$ cat src/verilog/sspc_pkg.sv
// Shared constants, types and register map of the sleep-state power control block.
package sspc_pkg;

    // Wishbone register byte offsets.
    localparam logic [7:0] SSPC_OFS_CTRL = 8'h00;
    localparam logic [7:0] SSPC_OFS_STATE = 8'h04;
    localparam logic [7:0] SSPC_OFS_STATUS = 8'h08;
    localparam logic [7:0] SSPC_OFS_MASK = 8'h0C;
    localparam logic [7:0] SSPC_OFS_ROUTE = 8'h10;
    localparam logic [7:0] SSPC_OFS_USB_OC = 8'h14;

    // Control register field positions.
    localparam int SSPC_CTL_REQ_LO = 0;
    localparam int SSPC_CTL_GO = 3;
    localparam int SSPC_CTL_RI_EN = 4;
    localparam int SSPC_CTL_WAKE = 5;

    // Status and mask bit positions.
    localparam int SSPC_EV_THERM = 0;
    localparam int SSPC_EV_BTN_SLEEP = 1;
    localparam int SSPC_EV_WAKE = 2;
    localparam int SSPC_EV_OVERRIDE = 3;
    localparam int SSPC_EV_OC = 4;
    localparam int SSPC_EV_W = 5;

    // Reset values.
    localparam logic [31:0] SSPC_CTRL_RST = 32'h0000_0000;
    localparam logic [SSPC_EV_W-1:0] SSPC_MASK_RST = 5'h00;
    localparam logic [5:0] SSPC_ROUTE_RST = 6'h00;

    // Timing: ref clock 20 MHz; rtc tick 32768 Hz derived by divider.
    localparam int SSPC_CLK_HZ = 20000000;
    localparam int SSPC_RTC_HZ = 32768;
    localparam int SSPC_RTC_DIV = SSPC_CLK_HZ / SSPC_RTC_HZ;
    localparam int SSPC_OVR_S = 4;
    localparam int SSPC_OVR_TICKS = SSPC_OVR_S * SSPC_RTC_HZ + 1;
    localparam int SSPC_CORE_POWER_GOOD_LOW_RTC = 3;
    localparam int SSPC_DEB_TICKS = 4;

    // Sleep levels.
    typedef enum logic [2:0] {
        SSPC_S0,
        SSPC_S1,
        SSPC_S3,
        SSPC_S4,
        SSPC_S5
    } sspc_sleep_e;

    // Sleep control output group, all active low.
    typedef struct packed {
        logic sleep_level1_ctl_n;
        logic sleep_level3_ctl_n;
        logic sleep_level5_ctl_n;
    } sspc_slp_s;

    // Decoded sleep controls from one state.
    function automatic sspc_slp_s sspc_decode(input sspc_sleep_e st);
        sspc_slp_s o;
        o.sleep_level1_ctl_n = (st == SSPC_S0);
        o.sleep_level3_ctl_n = (st == SSPC_S0) || (st == SSPC_S1);
        o.sleep_level5_ctl_n = !((st == SSPC_S4) || (st == SSPC_S5));
        return o;
    endfunction

endpackage

$ cat src/verilog/sspc_sync_deb.sv
// Two-flop synchroniser with a tick-paced debounce filter.
`timescale 1ns/1ps
module sspc_sync_deb
    import sspc_pkg::*;
#(
    parameter int TICKS = 4
) (
    // Clock and reset.
    input wire logic ref_clk_in,
    input wire logic rst_in,
    // Sampling pace and raw level.
    input wire logic tick_in,
    input wire logic raw_in,
    // Synchronised level and filtered level.
    output logic sync_out,
    output logic level_out
);
    logic s1_r;
    logic s2_r;
    logic lvl_r;
    logic lvl_nxt;
    logic [3:0] cnt_r;
    logic [3:0] cnt_nxt;

    // Filter changes only after the input holds steady for TICKS ticks.
    always_comb begin
        lvl_nxt = lvl_r;
        cnt_nxt = cnt_r;
        if (s2_r == lvl_r) begin
            cnt_nxt = 4'h0;
        end else if (tick_in) begin
            if (cnt_r == 4'(TICKS - 1)) begin
                lvl_nxt = s2_r;
                cnt_nxt = 4'h0;
            end else begin
                cnt_nxt = cnt_r + 4'h1;
            end
        end
    end

    // Inputs idle high (pulled up), so reset to the inactive level.
    always_ff @(posedge ref_clk_in) begin
        if (rst_in) begin
            s1_r <= 1'b1;
            s2_r <= 1'b1;
            lvl_r <= 1'b1;
            cnt_r <= 4'h0;
        end else begin
            s1_r <= raw_in;
            s2_r <= s1_r;
            lvl_r <= lvl_nxt;
            cnt_r <= cnt_nxt;
        end
    end

    assign sync_out = s2_r;
    assign level_out = lvl_r;
endmodule

$ cat src/verilog/sspc_wb_regs.sv
// Wishbone classic slave read mux and write strobe decode.
`timescale 1ns/1ps
module sspc_wb_regs
    import sspc_pkg::*;
(
    // Clock and reset.
    input wire logic ref_clk_in,
    input wire logic rst_in,
    // Wishbone slave.
    input wire logic wb_cyc_in,
    input wire logic wb_stb_in,
    input wire logic wb_we_in,
    input wire logic [7:0] wb_adr_in,
    output logic wb_ack_out,
    output logic [31:0] wb_dat_out,
    // Register file view.
    input wire logic [31:0] rd_vec_in [6],
    output logic wr_stb_out,
    output logic rd_status_out
);
    logic ack_r;
    logic ack_nxt;
    logic [31:0] dat_r;
    logic [31:0] dat_nxt;
    logic req;

    // One-wait answer; unmapped offsets read zero and drop writes.
    always_comb begin
        req = wb_cyc_in && wb_stb_in && !ack_r;
        ack_nxt = req;
        dat_nxt = 32'h0000_0000;
        if (req && !wb_we_in && wb_adr_in[1:0] == 2'h0 && wb_adr_in[7:2] < 6'h06) begin
            dat_nxt = rd_vec_in[wb_adr_in[4:2]];
        end
    end

    always_ff @(posedge ref_clk_in) begin
        if (rst_in) begin
            ack_r <= 1'b0;
            dat_r <= 32'h0000_0000;
        end else begin
            ack_r <= ack_nxt;
            dat_r <= dat_nxt;
        end
    end

    assign wb_ack_out = ack_r;
    assign wb_dat_out = dat_r;
    assign wr_stb_out = req && wb_we_in;
    assign rd_status_out = req && !wb_we_in && wb_adr_in == SSPC_OFS_STATUS;
endmodule

$ cat src/verilog/sspc_top.sv
// Sleep-state power sequencing, wake handling and USB overcurrent routing.
`timescale 1ns/1ps
module sspc_top
    import sspc_pkg::*;
#(
    parameter int OVR_TICKS = SSPC_OVR_TICKS,
    parameter int RTC_DIV = SSPC_RTC_DIV
) (
    // Clock and reset.
    input wire logic ref_clk_in,
    input wire logic rst_in,
    // Wishbone slave.
    input wire logic wb_cyc_in,
    input wire logic wb_stb_in,
    input wire logic wb_we_in,
    input wire logic [7:0] wb_adr_in,
    input wire logic [31:0] wb_dat_in,
    input wire logic [3:0] wb_sel_in,
    output logic wb_ack_out,
    output logic [31:0] wb_dat_out,
    // Board inputs.
    input wire logic thermal_alarm_n_in,
    input wire logic core_power_good_in,
    input wire logic power_button_n_in,
    input wire logic ring_indicate_n_in,
    input wire logic resume_well_reset_n_in,
    input wire logic network_well_reset_n_in,
    input wire logic [5:0] overcurrent_n_in,
    // Board outputs.
    output logic sleep_level1_ctl_n_out,
    output logic sleep_level3_ctl_n_out,
    output logic sleep_level5_ctl_n_out,
    output logic suspend_warning_n_out,
    output logic bus_reset_out_n_out,
    output logic throttle_out,
    output logic system_mgmt_interrupt_n_out,
    output logic control_interrupt_out,
    output logic irq_out,
    // Per host controller overcurrent status, two ports each.
    output logic [1:0] usb_hc1_oc_out,
    output logic [1:0] usb_hc2_oc_out,
    output logic [1:0] usb_hc3_oc_out
);
    // Synchronised and filtered inputs.
    logic therm_n;
    logic btn_n;
    logic ring_n;
    logic pgood_s;
    logic rsm_rst_n_s;
    logic network_well_reset_n_n_s;
    logic [5:0] oc_n_s;
    logic pg1_r;
    logic pg2_r;
    logic [1:0] rr_r;
    logic [1:0] lr_r;
    logic [5:0] oc1_r;
    logic [5:0] oc2_r;

    // Every asynchronous level passes two flops before use.
    always_ff @(posedge ref_clk_in) begin
        if (rst_in) begin
            pg1_r <= 1'b0;
            pg2_r <= 1'b0;
            rr_r <= 2'b00;
            lr_r <= 2'b00;
            oc1_r <= 6'h3F;
            oc2_r <= 6'h3F;
        end else begin
            pg1_r <= core_power_good_in;
            pg2_r <= pg1_r;
            rr_r <= {rr_r[0], resume_well_reset_n_in};
            lr_r <= {lr_r[0], network_well_reset_n_in};
            oc1_r <= overcurrent_n_in;
            oc2_r <= oc1_r;
        end
    end
    assign pgood_s = pg2_r;
    assign rsm_rst_n_s = rr_r[1];
    assign network_well_reset_n_n_s = lr_r[1];
    assign oc_n_s = oc2_r;

    // Rtc timebase divider; it paces debounce and the override timer.
    logic [15:0] div_r;
    logic [15:0] div_nxt;
    logic rtc_tick;
    always_comb begin
        rtc_tick = (div_r == 16'(RTC_DIV - 1));
        div_nxt = rtc_tick ? 16'h0000 : div_r + 16'h0001;
    end
    always_ff @(posedge ref_clk_in) begin
        if (rst_in) begin
            div_r <= 16'h0000;
        end else begin
            div_r <= div_nxt;
        end
    end

    // Debounced thermal, human and modem inputs.
    logic [2:0] raw_vec;
    logic [2:0] deb_vec;
    assign raw_vec = {thermal_alarm_n_in, power_button_n_in, ring_indicate_n_in};
    genvar gi;
    generate
        for (gi = 0; gi < 3; gi++) begin : g_deb
            sspc_sync_deb #(.TICKS(SSPC_DEB_TICKS)) u_deb (
                .ref_clk_in(ref_clk_in),
                .rst_in(rst_in),
                .tick_in(rtc_tick),
                .raw_in(raw_vec[gi]),
                .sync_out(),
                .level_out(deb_vec[gi])
            );
        end
    endgenerate
    assign {therm_n, btn_n, ring_n} = deb_vec;

    // Resume plane is cleared by rst_in, its own reset or the network well reset, and stays cleared while any of them is asserted.
    logic rsm_clr;
    assign rsm_clr = rst_in || !rsm_rst_n_s || !network_well_reset_n_n_s;

    // Register file and events.
    logic [31:0] ctrl_r;
    logic [31:0] ctrl_nxt;
    logic ri_en_r;
    logic ri_en_nxt;
    logic only_btn_r;
    logic only_btn_nxt;
    logic [SSPC_EV_W-1:0] stat_r;
    logic [SSPC_EV_W-1:0] stat_nxt;
    logic [SSPC_EV_W-1:0] mask_r;
    logic [SSPC_EV_W-1:0] mask_nxt;
    logic [5:0] route_r;
    logic [5:0] route_nxt;
    logic [5:0] oc_r;
    logic [5:0] oc_nxt;
    logic wr_stb;
    logic rd_status;
    logic [31:0] rd_vec [6];
    sspc_sleep_e st_r;
    sspc_sleep_e st_nxt;
    logic warn_r;
    logic warn_nxt;
    logic [17:0] hold_r;
    logic [17:0] hold_nxt;
    logic btn_d_r;
    logic ovr_fire;
    logic ev_press;
    logic wake;
    logic [SSPC_EV_W-1:0] ev;

    sspc_wb_regs u_regs (
        .ref_clk_in(ref_clk_in),
        .rst_in(rst_in),
        .wb_cyc_in(wb_cyc_in),
        .wb_stb_in(wb_stb_in),
        .wb_we_in(wb_we_in),
        .wb_adr_in(wb_adr_in),
        .wb_ack_out(wb_ack_out),
        .wb_dat_out(wb_dat_out),
        .rd_vec_in(rd_vec),
        .wr_stb_out(wr_stb),
        .rd_status_out(rd_status)
    );

    always_comb begin
        rd_vec[0] = {ctrl_r[31:5], ri_en_r, ctrl_r[3:0]};
        rd_vec[1] = {29'h0, st_r};
        rd_vec[2] = {27'h0, stat_r};
        rd_vec[3] = {27'h0, mask_r};
        rd_vec[4] = {26'h0, route_r};
        rd_vec[5] = {26'h0, oc_r};
    end

    // Button press edge, override timing and wake decision.
    always_comb begin
        ev_press = btn_d_r && !btn_n;
        ovr_fire = !btn_n && (hold_r == 18'(OVR_TICKS - 1)) && rtc_tick;
        hold_nxt = btn_n ? 18'h0 : (rtc_tick && !ovr_fire ? hold_r + 18'h1 : hold_r);
        wake = (st_r != SSPC_S0) && !ovr_fire &&
               (ev_press || (!only_btn_r && ri_en_r && !ring_n));
        ev = '0;
        ev[SSPC_EV_THERM] = !therm_n;
        ev[SSPC_EV_BTN_SLEEP] = ev_press && st_r == SSPC_S0;
        ev[SSPC_EV_WAKE] = wake;
        ev[SSPC_EV_OVERRIDE] = ovr_fire;
        ev[SSPC_EV_OC] = |(~oc_n_s);
    end

    // Registers: writes, read-to-clear status (set wins), state sequencing.
    always_comb begin
        ctrl_nxt = ctrl_r;
        ri_en_nxt = ri_en_r;
        mask_nxt = mask_r;
        route_nxt = route_r;
        only_btn_nxt = only_btn_r;
        st_nxt = st_r;
        warn_nxt = warn_r;
        oc_nxt = oc_r | ~oc_n_s;
        stat_nxt = rd_status ? '0 : stat_r;
        stat_nxt = stat_nxt | ev;
        ctrl_nxt[SSPC_CTL_GO] = 1'b0;
        ctrl_nxt[SSPC_CTL_WAKE] = 1'b0;
        if (wr_stb && wb_sel_in[0]) begin
            unique case (wb_adr_in)
                SSPC_OFS_CTRL: begin
                    ctrl_nxt = wb_dat_in;
                    ri_en_nxt = wb_dat_in[SSPC_CTL_RI_EN];
                end
                SSPC_OFS_MASK: mask_nxt = wb_dat_in[SSPC_EV_W-1:0];
                SSPC_OFS_ROUTE: route_nxt = wb_dat_in[5:0];
                // A new overcurrent in the clearing cycle must not be lost.
                SSPC_OFS_USB_OC: oc_nxt = (oc_r & ~wb_dat_in[5:0]) | ~oc_n_s;
                default: ;
            endcase
        end
        // Suspend warning goes first, then the state moves a cycle later; an override sets both in the same cycle.
        if (ovr_fire) begin
            st_nxt = SSPC_S5;
            warn_nxt = 1'b1;
            only_btn_nxt = 1'b1;
        end else if (wake || (st_r != SSPC_S0 && ctrl_r[SSPC_CTL_WAKE])) begin
            st_nxt = SSPC_S0;
            warn_nxt = 1'b0;
            only_btn_nxt = 1'b0;
        end else if (ctrl_r[SSPC_CTL_GO] && st_r == SSPC_S0) begin
            warn_nxt = 1'b1;
        end else if (warn_r && st_r == SSPC_S0) begin
            unique case (ctrl_r[2:0])
                3'h1: st_nxt = SSPC_S1;
                3'h3: st_nxt = SSPC_S3;
                3'h4: st_nxt = SSPC_S4;
                3'h5: st_nxt = SSPC_S5;
                default: warn_nxt = 1'b0;
            endcase
        end
    end

    always_ff @(posedge ref_clk_in) begin
        if (rsm_clr) begin
            ctrl_r <= SSPC_CTRL_RST;
            ri_en_r <= 1'b0;
            mask_r <= SSPC_MASK_RST;
            route_r <= SSPC_ROUTE_RST;
            stat_r <= '0;
            oc_r <= 6'h00;
            st_r <= SSPC_S0;
            warn_r <= 1'b0;
            only_btn_r <= 1'b0;
            hold_r <= 18'h0;
            btn_d_r <= 1'b1;
        end else begin
            ctrl_r <= ctrl_nxt;
            ri_en_r <= ri_en_nxt;
            mask_r <= mask_nxt;
            route_r <= route_nxt;
            stat_r <= stat_nxt;
            oc_r <= oc_nxt;
            st_r <= st_nxt;
            warn_r <= warn_nxt;
            only_btn_r <= only_btn_nxt;
            hold_r <= hold_nxt;
            btn_d_r <= btn_n;
        end
    end

    // Registered outputs; sleep controls decode the one state register.
    sspc_slp_s slp;
    logic [SSPC_EV_W-1:0] pend;
    always_comb begin
        slp = sspc_decode(st_r);
        pend = stat_r & mask_r;
    end
    always_ff @(posedge ref_clk_in) begin
        if (rst_in) begin
            sleep_level1_ctl_n_out <= 1'b1;
            sleep_level3_ctl_n_out <= 1'b1;
            sleep_level5_ctl_n_out <= 1'b1;
            suspend_warning_n_out <= 1'b1;
            bus_reset_out_n_out <= 1'b0;
            throttle_out <= 1'b0;
            system_mgmt_interrupt_n_out <= 1'b1;
            control_interrupt_out <= 1'b0;
            irq_out <= 1'b0;
            usb_hc1_oc_out <= 2'h0;
            usb_hc2_oc_out <= 2'h0;
            usb_hc3_oc_out <= 2'h0;
        end else begin
            sleep_level1_ctl_n_out <= slp.sleep_level1_ctl_n;
            sleep_level3_ctl_n_out <= slp.sleep_level3_ctl_n;
            sleep_level5_ctl_n_out <= slp.sleep_level5_ctl_n;
            suspend_warning_n_out <= !warn_r;
            bus_reset_out_n_out <= pgood_s;
            throttle_out <= !therm_n;
            system_mgmt_interrupt_n_out <= !(|(pend & ~route_r[SSPC_EV_W-1:0]));
            control_interrupt_out <= |(pend & route_r[SSPC_EV_W-1:0]);
            irq_out <= |pend;
            usb_hc1_oc_out <= oc_r[1:0];
            usb_hc2_oc_out <= oc_r[3:2];
            usb_hc3_oc_out <= oc_r[5:4];
        end
    end

    // Sleep controls never disagree with each other.
    a_slp_nest: assert property (@(posedge ref_clk_in) disable iff (rst_in)
        (!sleep_level5_ctl_n_out |-> !sleep_level3_ctl_n_out) and
        (!sleep_level3_ctl_n_out |-> !sleep_level1_ctl_n_out))
        else $error("sleep controls inconsistent");
    a_bus_reset: assert property (@(posedge ref_clk_in) disable iff (rst_in)
        !pg2_r |=> !bus_reset_out_n_out)
        else $error("bus reset not asserted");
    a_warn_first: assert property (@(posedge ref_clk_in) disable iff (rsm_clr)
        (st_r == SSPC_S0 && !ovr_fire) ##1 (st_r != SSPC_S0)
        |-> $past(warn_r))
        else $error("entered sleep without warning");
    a_ovr_s5: assert property (@(posedge ref_clk_in) disable iff (rsm_clr)
        ovr_fire |=> st_r == SSPC_S5 ##2 !sleep_level5_ctl_n_out)
        else $error("override did not reach soft-off");
    a_btn_wake: assert property (@(posedge ref_clk_in) disable iff (rsm_clr)
        ev_press && st_r != SSPC_S0 && !ovr_fire |=> st_r == SSPC_S0)
        else $error("button press did not wake");
    a_btn_sleep: assert property (@(posedge ref_clk_in) disable iff (rsm_clr)
        ev_press && st_r == SSPC_S0 && !rd_status |=> stat_r[SSPC_EV_BTN_SLEEP])
        else $error("sleep request not flagged");
    a_therm_thr: assert property (@(posedge ref_clk_in) disable iff (rst_in)
        !therm_n |=> throttle_out)
        else $error("throttle missing on thermal alarm");
    a_oc_route: assert property (@(posedge ref_clk_in) disable iff (rst_in)
        !oc_n_s[2] && !rsm_clr |=> ##1 usb_hc2_oc_out[0])
        else $error("overcurrent not routed");
    a_only_btn: assert property (@(posedge ref_clk_in) disable iff (rsm_clr)
        only_btn_r && !ev_press |-> !wake)
        else $error("non-button wake after override");
endmodule

$ cat config.mk
export PLATFORM = sky130hd
export DESIGN_NAME = sspc_top
export DESIGN_NICKNAME = d
export VERILOG_FILES = /design/src/verilog/sspc_pkg.sv /design/src/verilog/sspc_sync_deb.sv /design/src/verilog/sspc_wb_regs.sv /design/src/verilog/sspc_top.sv
export SDC_FILE = /design/constraint.sdc
export NUM_CORES = 1
export LEC_CHECK = 0
export BUFFER_PORTS_ARGS = -buffer_cell sky130_fd_sc_hd__buf_2
export CAP_MARGIN = 20
export CORE_MARGIN = 1
export CORE_UTILIZATION = 40
export CTS_CLUSTER_DIAMETER = 100
export DETAILED_ROUTE_END_ITERATION = 7
export GPL_TIMING_DRIVEN = 0
export SLEW_MARGIN = 20
export SYNTH_ARGS = -nofsm -noshare
export SYNTH_HDL_FRONTEND = slang
export SYNTH_SLANG_ARGS = --single-unit
export TNS_END_PERCENT = 20
$ cat constraint.sdc
create_clock -name ref_clk_in -period 5.1 [get_ports ref_clk_in]
set_clock_uncertainty 0.1 [all_clocks]
set_input_delay 0.765 -clock ref_clk_in [delete_from_list [all_inputs] [get_ports ref_clk_in]]
set_output_delay 0.765 -clock ref_clk_in [all_outputs]
set_load 0.03 [all_outputs]
After elaboration in Yosys (flattened, before gate mapping)
Index checks and enable logic that the tools add are counted.

cells by class
  add/sub/neg operators = 5
  magnitude comparators = 2
  equality and inequality tests = 21
  muxes and demuxes = 21
  bitwise operators = 18
  reductions and logical operators = 69

operators by type and width
  cell                                                               count
  32-bit binary-select mux with 3-bit select                         1
  32-bit two-way mux                                                 2
  1-bit logical AND                                                  20
  18-bit by 1-bit adder with 18-bit output, second input constant    1
  18-bit == test, second input constant                              1
  16-bit by 1-bit adder with 16-bit output, second input constant    1
  16-bit by 10-bit == test with 1-bit output, second input constant  1
  8-bit by 4-bit == test with 1-bit output, second input constant    2
  8-bit by 5-bit == test with 1-bit output, second input constant    2
  5-bit bitwise AND                                                  3
  3-bit AND reduction                                                5
  5-bit OR reduction                                                 3
  4-bit by 1-bit adder with 4-bit output, second input constant      3
  4-bit by 2-bit == test with 1-bit output, second input constant    3
  1-bit logical NOT                                                  12
  3-bit two-way mux                                                  4
  4-bit two-way mux                                                  3
  6-bit two-way mux                                                  2
  6-bit inverter                                                     2
  6-bit OR                                                           2
  3-bit case mux with 4 select lines                                 1
  2-bit OR reduction                                                 6
  3-bit == test, second input constant                               3
  8-bit logical NOT                                                  1
  other kinds (25)                                                   52

word-level totals
  register bits = 182
  input port bits = 61
  output and inout bits = 48
  word-level logic and storage cells = 182

Longest topological paths before layout
Gate-level depths: netlist (run 1).

  depth in word-level cells = 9
  gate-level depth with buffers = 8
  gate-level depth less buffers = 6

Hierarchy
Synthesis (run 1) repeated with hierarchy kept, for this count alone.

second synthesis, totals
  cells, all modules = 906
  area, all modules = 8456.9 µm²

by module, submodules not included
  module         times used  cells each  area each (µm²)  sequential area each (µm²)
  sspc_top       1           568         5121.2           2542.4
  sspc_wb_regs   1           263         2509.9           660.6
  sspc_sync_deb  3           25          275.3            140.1

Worst setup path before layout (run 1)
OpenSTA, ideal clock, no wires.

  path type = input-to-reg
  start = in wb_adr_in[0]
  end = reg u_regs.dat_r[12] (netlist: u_regs.wb_dat_out[12])
  setup time = 0.059 ns
  arrival = 2.463 ns
  data required time = 4.941 ns
  setup slack = 2.478 ns
  stages on the path = 6
  buffers on the path = 2
  path through = or4_1 > or4_1 > buf_2 > nor4b_4 > buf_6 > and2_1

on the way
  longest elaborated chain between the ends = 5

RTL lines
  what                                 RTL line            RTL
  start: declaration                   sspc_top.sv:16      input wire logic [7:0] wb_adr_in,
  2-bit logical NOT                    sspc_wb_regs.sv:32  if (req && !wb_we_in && wb_adr_in[1:0] == 2'h0 && wb_adr_in[7:2] < 6'h06) begin
  1-bit logical AND (2 in series)      sspc_wb_regs.sv:32
  1-bit inverter (no source line)      -
  2-bit OR reduction (no source line)  -
  end signal: assignment               sspc_wb_regs.sv:43  dat_r <= dat_nxt;
  end: declaration                     sspc_wb_regs.sv:23  logic [31:0] dat_r;

No other way between the ends.
A chain may end at the register's enable or synchronous reset.

Final worst setup path (run 1)
  start = reg div_r[2]
  end = reg div_r[10]

on the way
  longest elaborated chain between the ends = 2
  elaborated cells between the ends (all ways) = 3
  those cells by class = 1 x add/sub; 1 x eq/ne; 1 x reduce/logical

RTL lines
  what                                                                              RTL line        RTL
  start: declaration                                                                sspc_top.sv:83  logic [15:0] div_r;
  start signal: assignment                                                          sspc_top.sv:94  div_r <= div_nxt;
  branches (longest 2 deep; another with 16-bit by 1-bit adder with 16-bit output)  -

Parallel ways; which one is timed is not known.

==> results of run 1 <==
[flip-flops by register name (all words and copies together), names as in the netlist, 3 cells and up]
| name | flops |
|---|---|
| ctrl_r | 32 |
| u_regs.wb_dat_out | 32 |
| hold_r | 18 |
| div_r | 16 |
| g_deb.u_deb.cnt_r | 12 |
| oc1_r | 6 |
| oc2_r | 6 |
| oc_r | 6 |
| route_r | 6 |
| mask_r | 5 |
| stat_r | 5 |
| g_deb.u_deb.level_out | 3 |
| g_deb.u_deb.s1_r | 3 |
| g_deb.u_deb.sync_out | 3 |
| st_r | 3 |
[synthesized netlist by cell type, drive strengths merged, types with 3 or more instances]
library cell / number
ha: 7
buf: 3
nand3: 56
or2: 18
xor2: 9
clkbuf: 46
mux2: 3
mux4: 3
a21oi: 69
o21ai: 65
and3: 6
nand2b: 9
dfxtp: 181
or4: 5
and4: 5
a41o: 3
inv: 19
nor4: 9
or3: 13
nor4b: 4
nor2b: 14
nor2: 42
a31oi: 17
nand4: 23
nor3b: 10
nor3: 14
and2: 29
mux2i: 13
nand2: 49
xnor2: 7
a22oi: 3
nand4b: 3
[cell families after synthesis]
| group | count (synthesis) | synth area share, % |
|---|---|---|
| mux | 19 | 3.26 |
| xor+xnor | 16 | 1.98 |
| flops | 181 | 51.1 |
| compound gates | 177 | 14.1 |
| buf+inv | 68 | 3.83 |
| fa+ha+maj | 7 | 1.23 |
| simple gates | 315 | 24.6 |
[cell type report]
| type | count | area (µm²) |
|---|---|---|
| inverters | 19 | 71.3 |
| plain buffers | 49 | 200 |
| clock inverters | 14 | 186 |
| repair buffers | 102 | 510 |
| multi-input cells | 534 | 3200 |
| clock buffers | 17 | 425 |
| well taps | 225 | 282 |
| flip-flops and latches | 181 | 3620 |
| fillers | 1716 | 8800 |
[through the flow]
| step | instances | power (W) | area (µm²) | utilization [%] |
|---|---|---|---|---|
| finish | 1141 | 0.00288 | 8500 | 49.1 |
| detailed placement | 1110 | 0.00154 | 7890 | 45.6 |
| floorplan | 783 | 0.00150 | 7100 | - |
| global placement | 1110 | 0.00154 | 7890 | 45.6 |
| global route | 1141 | 0.00298 | 8500 | 49.1 |
| CTS | 1141 | 0.00291 | 8500 | 49.1 |
[power by group through the flow]
| stage | Combinational (W) | Clock, W | Sequential, W |
|---|---|---|---|
| after detailed placement | 0.0000784 | 0 | 0.00146 |
| after global placement | 0.0000781 | 0 | 0.00146 |
| after CTS | 0.0000787 | 0.00140 | 0.00143 |
| final | 0.0000782 | 0.00137 | 0.00143 |
| after floorplan | 0.0000390 | 0 | 0.00146 |
| after global routing | 0.0000865 | 0.00146 | 0.00143 |
[critical path: stages, from the launching register on]
cell                       delay (ns)
sky130_fd_sc_hd__dfxtp_1         0.30
sky130_fd_sc_hd__clkbuf_1        0.17
sky130_fd_sc_hd__nor4_1          0.37
sky130_fd_sc_hd__nand4_1         0.43
sky130_fd_sc_hd__clkbuf_1        0.36
sky130_fd_sc_hd__nand2_1         0.32
sky130_fd_sc_hd__clkbuf_1        0.41
sky130_fd_sc_hd__nor2_1          0.09
[per-layer routing]
layer / up-vias / GRT usage [%] / routed length (µm)
met4: 0 / 5.74 / 237
met5: - / 0 / 0
met3: 19 / 4.53 / 623
met2: 143 / 30.4 / 8090
li1: 3038 / - / -
met1: 2832 / 26.1 / 8200
[final timing paths]
path	startpoint	to	slack (ns)
max reg2reg	div_r[2]	div_r[10]	2.43
max	div_r[2]	div_r[10]	2.43
min	oc1_r[4]	oc2_r[4]	0.31
min reg2reg	oc1_r[4]	oc2_r[4]	0.31
==> out/metrics.csv, run 1 <==
metric,value,unit
outcome,"complete, no violations",
grt.overflow.total,0,
postSynth.topFlopCell,sky130_fd_sc_hd__dfxtp_1,
reg2regPathDepth,7,
numClockSinks,181,
netlist_instances,783,
portBuffers,102,
p_switching,0.000639,W
n_antenna_cell,0,
die_h,135,µm
finalHoldViolCount,0,
synth-edff-count,0,
floorplan.initialDensity,41.0,%
timing.critical_path.fanout_max,10,
setup.worst_path.start_class,flip-flop,
post_cts_sizing,0,
setup_bufs_post_cts,0,
static-leakage-power,3.16,nW
cts_made_buffers,17,
dp.final_hpwl,12.2,mm
drt_iter0_drc,458,
comb_power_share,2.7,%
grt_pass1_vias,5529,
fp.coreArea,17300,µm²
proportion_of_layout_cells_with_a_drive_suffix_above_1,17.7,%
max_cap_viol_count,0,
final_common_cell,sky130_fd_sc_hd__dfxtp_1,
layout_min_cycle_time,2.67,ns
dp_worst_setup_slack,2.10,ns
finalWorstSetupSlack,2.43,ns
synth_sequential_area_ratio,51.1,%
slew_headroom,36.7,%
cp_data_required_time,5.30,ns
vias,6032,
clock_tree.buffer_depth,2,
swShare,22.2,%
fmax,374,MHz
full_die_area,18300,µm²
htree_levels,4,
clock_power_share,47.7,%
synth_top_area_share,51.1,%
hold_path.class,flip-flop to flip-flop,
synth_area,7100,µm²
grt_max_degree,18,
clk_latency,0.43,ns
power-per-cell-area,339,nW/µm²
detail_route.wl_per_cell,15.0,µm
boundaryPins,109,
area_growth_syn_to_layout,19.8,%
crit_type,flip-flop to flip-flop,
max-vdd-ir-drop,242,µV
global_router_s_overall_resource_usage,19.3,%
rsz0062_at_grt,false,
whs_path_depth,1,
layout.nets,972,
final.setup.tns,0,ns
internal_power,0.00224,W
routability_congestion,0.897,
mostFrequentLayoutCells,"sky130_fd_sc_hd__dfxtp_1, sky130_fd_sc_hd__buf_2, sky130_fd_sc_hd__a21oi_1",
setup_violations,0,
grt_antenna_before_repair,0,
synth_area_per_cell,9.06,µm²
fraction_of_the_cycle_the_final_worst_path_needs,52.4,%
synthArstFlopShare,0,%
worst_pin_slew,0.936,ns
die_width,135,µm
crit_arrival,2.87,ns
ys.warnings.count,0,
number_of_pins_exceeding_their_max_slew_limit_in_the_final_report,0,
wl,17.2,mm
post_synthesis_cell_type_count,53,
ys_top_cells_by_area,"sky130_fd_sc_hd__dfxtp_1, sky130_fd_sc_hd__a21oi_1, sky130_fd_sc_hd__o21ai_0",
grt_first_pass_wirelength,27.7,mm
hold_buffers,0,
worst_hold_margin,0.308,ns
ys_seq_elements,181,
seqPwrFrac,49.6,%
synthesis.nets,851,
ctsRootBufferMaster,sky130_fd_sc_hd__clkbuf_16,
cts_tree,yes,
std_cell_rows,48,
drc_errors,0,
clk_transition_reported_paths,0.07,ns
netlist.top_cell.by_area,sky130_fd_sc_hd__dfxtp_1,
antenna_left,0,
vias_per_cell,5.29,
drt_pass_1_iters,4,
kind_of_end_point_of_the_critical_path,flip-flop,
Power figures use the tool's default switching activity.
==> run 2: changes to the inputs <==
clock period = 2.65 ns   (was 5.1 ns; I/O delays follow)
==> run 2 against run 1 <==
- worst setup slack got worse by 2.2 ns
- largest cell class unchanged
- count of clock-buffer cells in the layout stayed put
- highest routed layer unchanged
- maximum frequency rose by 11%
- cell area up 0.16%
==> out/metrics.csv, run 2 (synthesized netlist as in run 1, its figures left out) <==
metric,value,unit,change
crit_path_top_delay_cell,sky130_fd_sc_hd__clkbuf_1,,
die_width,135,µm,unchanged
worst_path_dominant_cell_family,simple AND/OR/NAND/NOR gates,,
slew_headroom,35.8,%,-0.90 points
routability_congestion,0.897,,unchanged
htree_levels,4,,unchanged
layout.nets,973,,+0.10%
std_cell_rows,48,,unchanged
fraction_of_the_cycle_the_final_worst_path_needs,91.1,%,+39 points
vias_per_cell,5.26,,-0.45%
clock_tree.buffer_depth,2,,unchanged
fmax,414,MHz,+11%
full_die_area,18300,µm²,unchanged
cp_data_required_time,2.85,ns,-2.45 ns
number_of_pins_exceeding_their_max_slew_limit_in_the_final_report,0,,unchanged
cts_made_buffers,17,,unchanged
crit_type,flip-flop to flip-flop,,
max_cap_viol_count,0,,unchanged
floorplan.initialDensity,41.0,%,unchanged
die_h,135,µm,unchanged
dp.final_hpwl,12.2,mm,unchanged
hold_buffers,0,,unchanged
wl,17.2,mm,+0.41%
hold_path.class,input pin to flip-flop,,
critical_path.most_common_cell,sky130_fd_sc_hd__clkbuf_1,,
ctsRootBufferMaster,sky130_fd_sc_hd__clkbuf_16,,
worst_pin_slew,0.950,ns,+0.0134 ns
proportion_of_layout_cells_with_a_drive_suffix_above_1,17.9,%,+0.20 points
fp.coreArea,17300,µm²,unchanged
antenna_left,0,,unchanged
mostFrequentLayoutCells,"sky130_fd_sc_hd__dfxtp_1, sky130_fd_sc_hd__buf_2, sky130_fd_sc_hd__a21oi_1",,
area_growth_syn_to_layout,20.0,%,
global_router_s_overall_resource_usage,19.4,%,+0.073 points
max-vdd-ir-drop,463,µV,+92%
grt_antenna_before_repair,0,,unchanged
drt_iter0_drc,467,,+2.0%
final_core_utilization,49.2,%,+0.080 points
grt_first_pass_wirelength,27.8,mm,+0.33%
finalHoldViolCount,0,,unchanged
n_antenna_cell,0,,unchanged
cts_tree,yes,,
finalWorstSetupSlack,0.236,ns,-2.19 ns
setup_violations,0,,unchanged
drc_errors,0,,unchanged
drt_pass_1_iters,5,,+1
grt_max_degree,18,,unchanged
r2r_setup_slack,0.24,ns,-2.19 ns
power-per-cell-area,652,nW/µm²,+92%
layout_min_cycle_time,2.41,ns,-0.258 ns
vias,6010,,-0.36%
max_stage_delay,0.41,ns,-0.02 ns
clk_latency,0.43,ns,about the same
setup.worst_path.start_class,flip-flop,,
crit_arrival,2.61,ns,-0.26 ns
rsz0062_at_grt,false,,
dp_worst_setup_slack,-0.0244,ns,-2.12 ns
boundaryPins,109,,unchanged
detail_route.wl_per_cell,15.1,µm,+0.32%
portBuffers,102,,unchanged
kind_of_end_point_of_the_critical_path,flip-flop,,
grt_pass1_vias,5533,,+0.072%
critical_path.n_buffers_inverters,3,,unchanged
numClockSinks,181,,unchanged
clk_transition_reported_paths,0.07,ns,about the same
series_of_cell_instances_along_the_critical_path,"clkbuf_1, nor4_1, nand4_1, clkbuf_1, nand2_1, clkbuf_1, nor2_1",,
timing.critical_path.fanout_max,10,,unchanged
static-leakage-power,3.16,nW,+0.13%
grt.overflow.total,0,,unchanged
final_common_cell,sky130_fd_sc_hd__dfxtp_1,,
outcome,"complete, no violations",,
-- run 2: changes by cell type in the layout (fill, tap and decap cells not counted), sizes merged --
cell  before  now
buf      105  106
-- run 2: what timing repair did --
item | in CTS | in global routing
pin swaps | 1 | 0
buffers inserted | 1 | 0
resized for setup | 0 | 1
endpoints found under the setup margin | 10 | 1
-- run 2: area by class of cell --
cell class                 count  area (µm²)
buffer                        49         200
multi-input combinational    534        3210
sequential                   181        3620
clock inverter                14         186
timing repair buffer         103         518
inverter                      19        71.3
tap                          225         282
clock buffer                  17         425
fill                        1715        8780
-- run 2: path summary, 6_finish.rpt --
| path | end | from | cells after the start |
|---|---|---|---|
| setup / recovery | div_r[10] | div_r[2] | 7 |
| setup reg to reg | div_r[10] | div_r[2] | 7 |
| hold / removal | g_deb[2].u_deb.s1_r | thermal_alarm_n_in | 2 |
| hold reg to reg | oc2_r[4] | oc1_r[4] | 1 |
-- run 2: per-layer routing --
layer	GRT usage (%)	up-vias	share of wire (%)
met5	0	-	0
met4	5.56	0	1.1
met3	4.53	13	4.0
met2	30.7	141	47
met1	26.2	2817	47
li1	-	3039	-
-- run 2: worst register-to-register path, stage by stage, from the launching register on --
cell and delay (ns):
sky130_fd_sc_hd__dfxtp_1 0.30, sky130_fd_sc_hd__clkbuf_1 0.17, sky130_fd_sc_hd__nor4_1 0.35, sky130_fd_sc_hd__nand4_1 0.25
sky130_fd_sc_hd__clkbuf_1 0.31, sky130_fd_sc_hd__nand2_1 0.32, sky130_fd_sc_hd__clkbuf_1 0.41, sky130_fd_sc_hd__nor2_1 0.09
-- run 2: power breakdown --
part	switching (W)	leakage (nW)	internal [W]
sequential	0.0000101	1.46	0.00274
clock	0.00114	0.305	0.00151
combinational	0.0000875	1.39	0.0000635
total	0.00124	3.16	0.00432
-- run 2: per-stage QoR --
| stage | hold slack, ns | setup TNS (ns) | instance area [µm²] | total power [W] | instances |
|---|---|---|---|---|---|
| 6_report | 0.0454 | 0 | 8510 | 0.00555 | 1142 |
| 5_1_grt | 0.0274 | 0 | 8510 | 0.00573 | 1142 |
| 3_5_place_dp | 0.293 | -0.118 | 7890 | 0.00296 | 1110 |
| 2_1_floorplan | 0.288 | 0 | 7100 | 0.00289 | 783 |
| 4_1_cts | 0.0237 | 0 | 8510 | 0.00560 | 1142 |
| 3_3_place_gp | 0.293 | -0.122 | 7890 | 0.00296 | 1110 |
==> run 3: changes to the inputs <==
CORE_UTILIZATION = 35   (was 40)
CTS_BUF_LIST = sky130_fd_sc_hd__clkbuf_2 sky130_fd_sc_hd__clkbuf_4 sky130_fd_sc_hd__clkbuf_8   (was default)
REMOVE_ABC_BUFFERS = 1   (was default)
==> run 3 against run 2 <==
- cell area shrank 1.0%
- worst setup slack worse by 0.094 ns
- via count is 1.1% lower
- register-to-register slack got worse by 0.09 ns
- routed wire length fell by 3.7%
- critical path depth down 2
- global-route usage fell by 2.7 points
- final cell count increased by 1.1%
- hold slack got worse by 0.0057 ns
==> out/metrics.csv, run 3 (synthesized netlist as in run 1, its figures left out) <==
metric,value,unit,change
max_stage_delay,1.05,ns,+0.64 ns
layout_min_cycle_time,2.51,ns,+0.0942 ns
worst_path_dominant_cell_family,simple AND/OR/NAND/NOR gates,,
timing.critical_path.fanout_max,38,,+28
power-per-cell-area,578,nW/µm²,-11%
floorplan.initialDensity,36.1,%,-4.9 points
path_depth,5,,-2
max-vdd-ir-drop,415,µV,-10%
drt_iter0_drc,333,,-29%
multiInputGateArea,3270,µm²,+1.9%
dp.final_hpwl,10.9,mm,-11%
drt_pass_1_iters,5,,unchanged
grt_antenna_before_repair,0,,unchanged
static-leakage-power,3.12,nW,-1.2%
vias_per_cell,5.15,,-2.2%
fraction_of_the_cycle_the_final_worst_path_needs,94.7,%,+3.6 points
proportion_of_layout_cells_with_a_drive_suffix_above_1,20.2,%,+2.3 points
wl,16.6,mm,-3.7%
max_cap_viol_count,0,,unchanged
critical_path.reg2reg.startpoint,u_regs.wb_ack_out,,
grt_max_degree,41,,+23
routability_congestion,0.820,,-8.6%
setup_violations,0,,unchanged
seqPwrFrac,56.5,%,+7.0 points
hold_path.class,input pin to flip-flop,,
clock_tree.buffer_depth,2,,unchanged
r2r_setup_slack,0.14,ns,-0.09 ns
swShare,23.9,%,+1.6 points
final_common_cell,sky130_fd_sc_hd__dfxtp_1,,
drc_errors,0,,unchanged
number_of_pins_exceeding_their_max_slew_limit_in_the_final_report,0,,unchanged
fmax,399,MHz,-3.8%
cts_made_buffers,17,,unchanged
finalHoldViolCount,0,,unchanged
critical_path.startpoint,u_regs.wb_ack_out,,
portBuffers,105,,+2.9%
cts_tree,yes,,
cp_data_required_time,2.96,ns,+0.11 ns
die_h,144,µm,+6.8%
full_die_area,20800,µm²,+14%
clk_transition_reported_paths,0.10,ns,+0.03 ns
area_growth_syn_to_layout,18.8,%,
kind_of_end_point_of_the_critical_path,flip-flop,,
ctsRootBufferMaster,sky130_fd_sc_hd__clkbuf_8,,
sequential_cell_area,3620,µm²,unchanged
regToRegEndpoint,u_regs.wb_dat_out[12],,
std_cell_rows,51,,+6.3%
n_antenna_cell,0,,unchanged
setup.worst_path.end,u_regs.wb_dat_out[12],,
final.setup.tns,0,ns,unchanged
reg2regPathDepth,5,,-2
internal_power,0.00371,W,-14%
crit_path_top_delay_cell,sky130_fd_sc_hd__or4_2,,
worst_pin_slew,0.820,ns,-0.130 ns
final_total_pwr,0.00487,W,-12%
slew_headroom,44.9,%,+9.1 points
grt_pass1_vias,5347,,-3.4%
fillCellCount,2003,,+17%
crit_arrival,2.82,ns,+0.21 ns
htree_levels,4,,unchanged
boundaryPins,109,,unchanged
mostFrequentLayoutCells,"sky130_fd_sc_hd__dfxtp_1, sky130_fd_sc_hd__buf_2, sky130_fd_sc_hd__a21oi_1",,
global_router_s_overall_resource_usage,16.7,%,-2.7 points
rsz0062_at_grt,false,,
setup.worst_path.start_class,flip-flop,,
outcome,"complete, no violations",,
series_of_cell_instances_along_the_critical_path,"nand3b_1, or4_2, nor4b_4, buf_12, and2_1",,
grt.overflow.total,0,,unchanged
clock_power_share,40.1,%,-7.6 points
clk_latency,0.46,ns,+0.03 ns
crit_type,flip-flop to flip-flop,,
layout.nets,945,,-2.9%
die_width,144,µm,+6.8%
detail_route.wl_per_cell,14.4,µm,-4.8%
antenna_left,0,,unchanged
numClockSinks,181,,unchanged
whs_path_depth,2,,unchanged
p_switching,0.00116,W,-5.9%
comb_power_share,3.3,%,+0.6 points
vias,5945,,-1.1%
fp.coreArea,19700,µm²,+14%
grt_first_pass_wirelength,27.3,mm,-1.9%
critical_path.n_buffers_inverters,1,,-2
[run 3: layer usage]
metal	vias up	part of all wire [%]	track usage [%]
met5	-	0	0
met4	0	1.4	5.65
met3	17	5.2	4.01
met2	149	44	25.1
met1	2800	50	23.3
li1	2979	-	-
[run 3: worst min path at each step]
| stage | start | to | slack [ns] |
|---|---|---|---|
| after global routing | wb_dat_in[5] | oc_r[5] | 0.02 |
| after CTS | resume_well_reset_n_in | rr_r[0] | 0.02 |
| after detailed placement | oc1_r[0] | oc2_r[0] | 0.29 |
| after floorplan | warn_r | suspend_warning_n_out | 0.29 |
| final | resume_well_reset_n_in | rr_r[0] | 0.04 |
| after global placement | oc1_r[4] | oc2_r[4] | 0.29 |
[run 3: area by class of cell]
class,instances,share of cell area [%]
clock buffers,18,2.94
clock inverters,14,1.96
inverters,19,0.846
multi-input cells,535,38.8
flip-flops and latches,181,43.0
well taps,265,3.93
repair buffers,123,8.54
[run 3: what timing repair did]
action,in CTS,in global routing
buffers inserted,1,2
endpoints found under the hold margin,9,0
setup endpoints to repair,29,13
cloned,1,0
pin swaps,2,1
resized for setup,2,0
hold buffers,9,0
[run 3: through the flow]
| step | area [µm²] | setup slack [ns] | util [%] | cells | hold slack [ns] |
|---|---|---|---|---|---|
| 2_1_floorplan | 6900 | -1.06 | - | 734 | 0.288 |
| 3_3_place_gp | 7750 | -3.55 | 39.4 | 1104 | 0.291 |
| 3_5_place_dp | 7860 | -0.794 | 40.0 | 1110 | 0.292 |
| 4_1_cts | 8410 | 0.00272 | 42.8 | 1153 | 0.0170 |
| 5_1_grt | 8430 | 0.0272 | 42.9 | 1155 | 0.0161 |
| 6_report | 8430 | 0.142 | 42.9 | 1155 | 0.0398 |
[run 3: power by group through the flow]
stage                     Combinational (W)  Clock [W]  Sequential (W)
final                              0.000163    0.00195         0.00275
after detailed placement           0.000148          0         0.00282
after global routing               0.000178    0.00214         0.00276
after global placement             0.000143          0         0.00281
after floorplan                   0.0000540          0         0.00281
after CTS                          0.000162    0.00201         0.00275
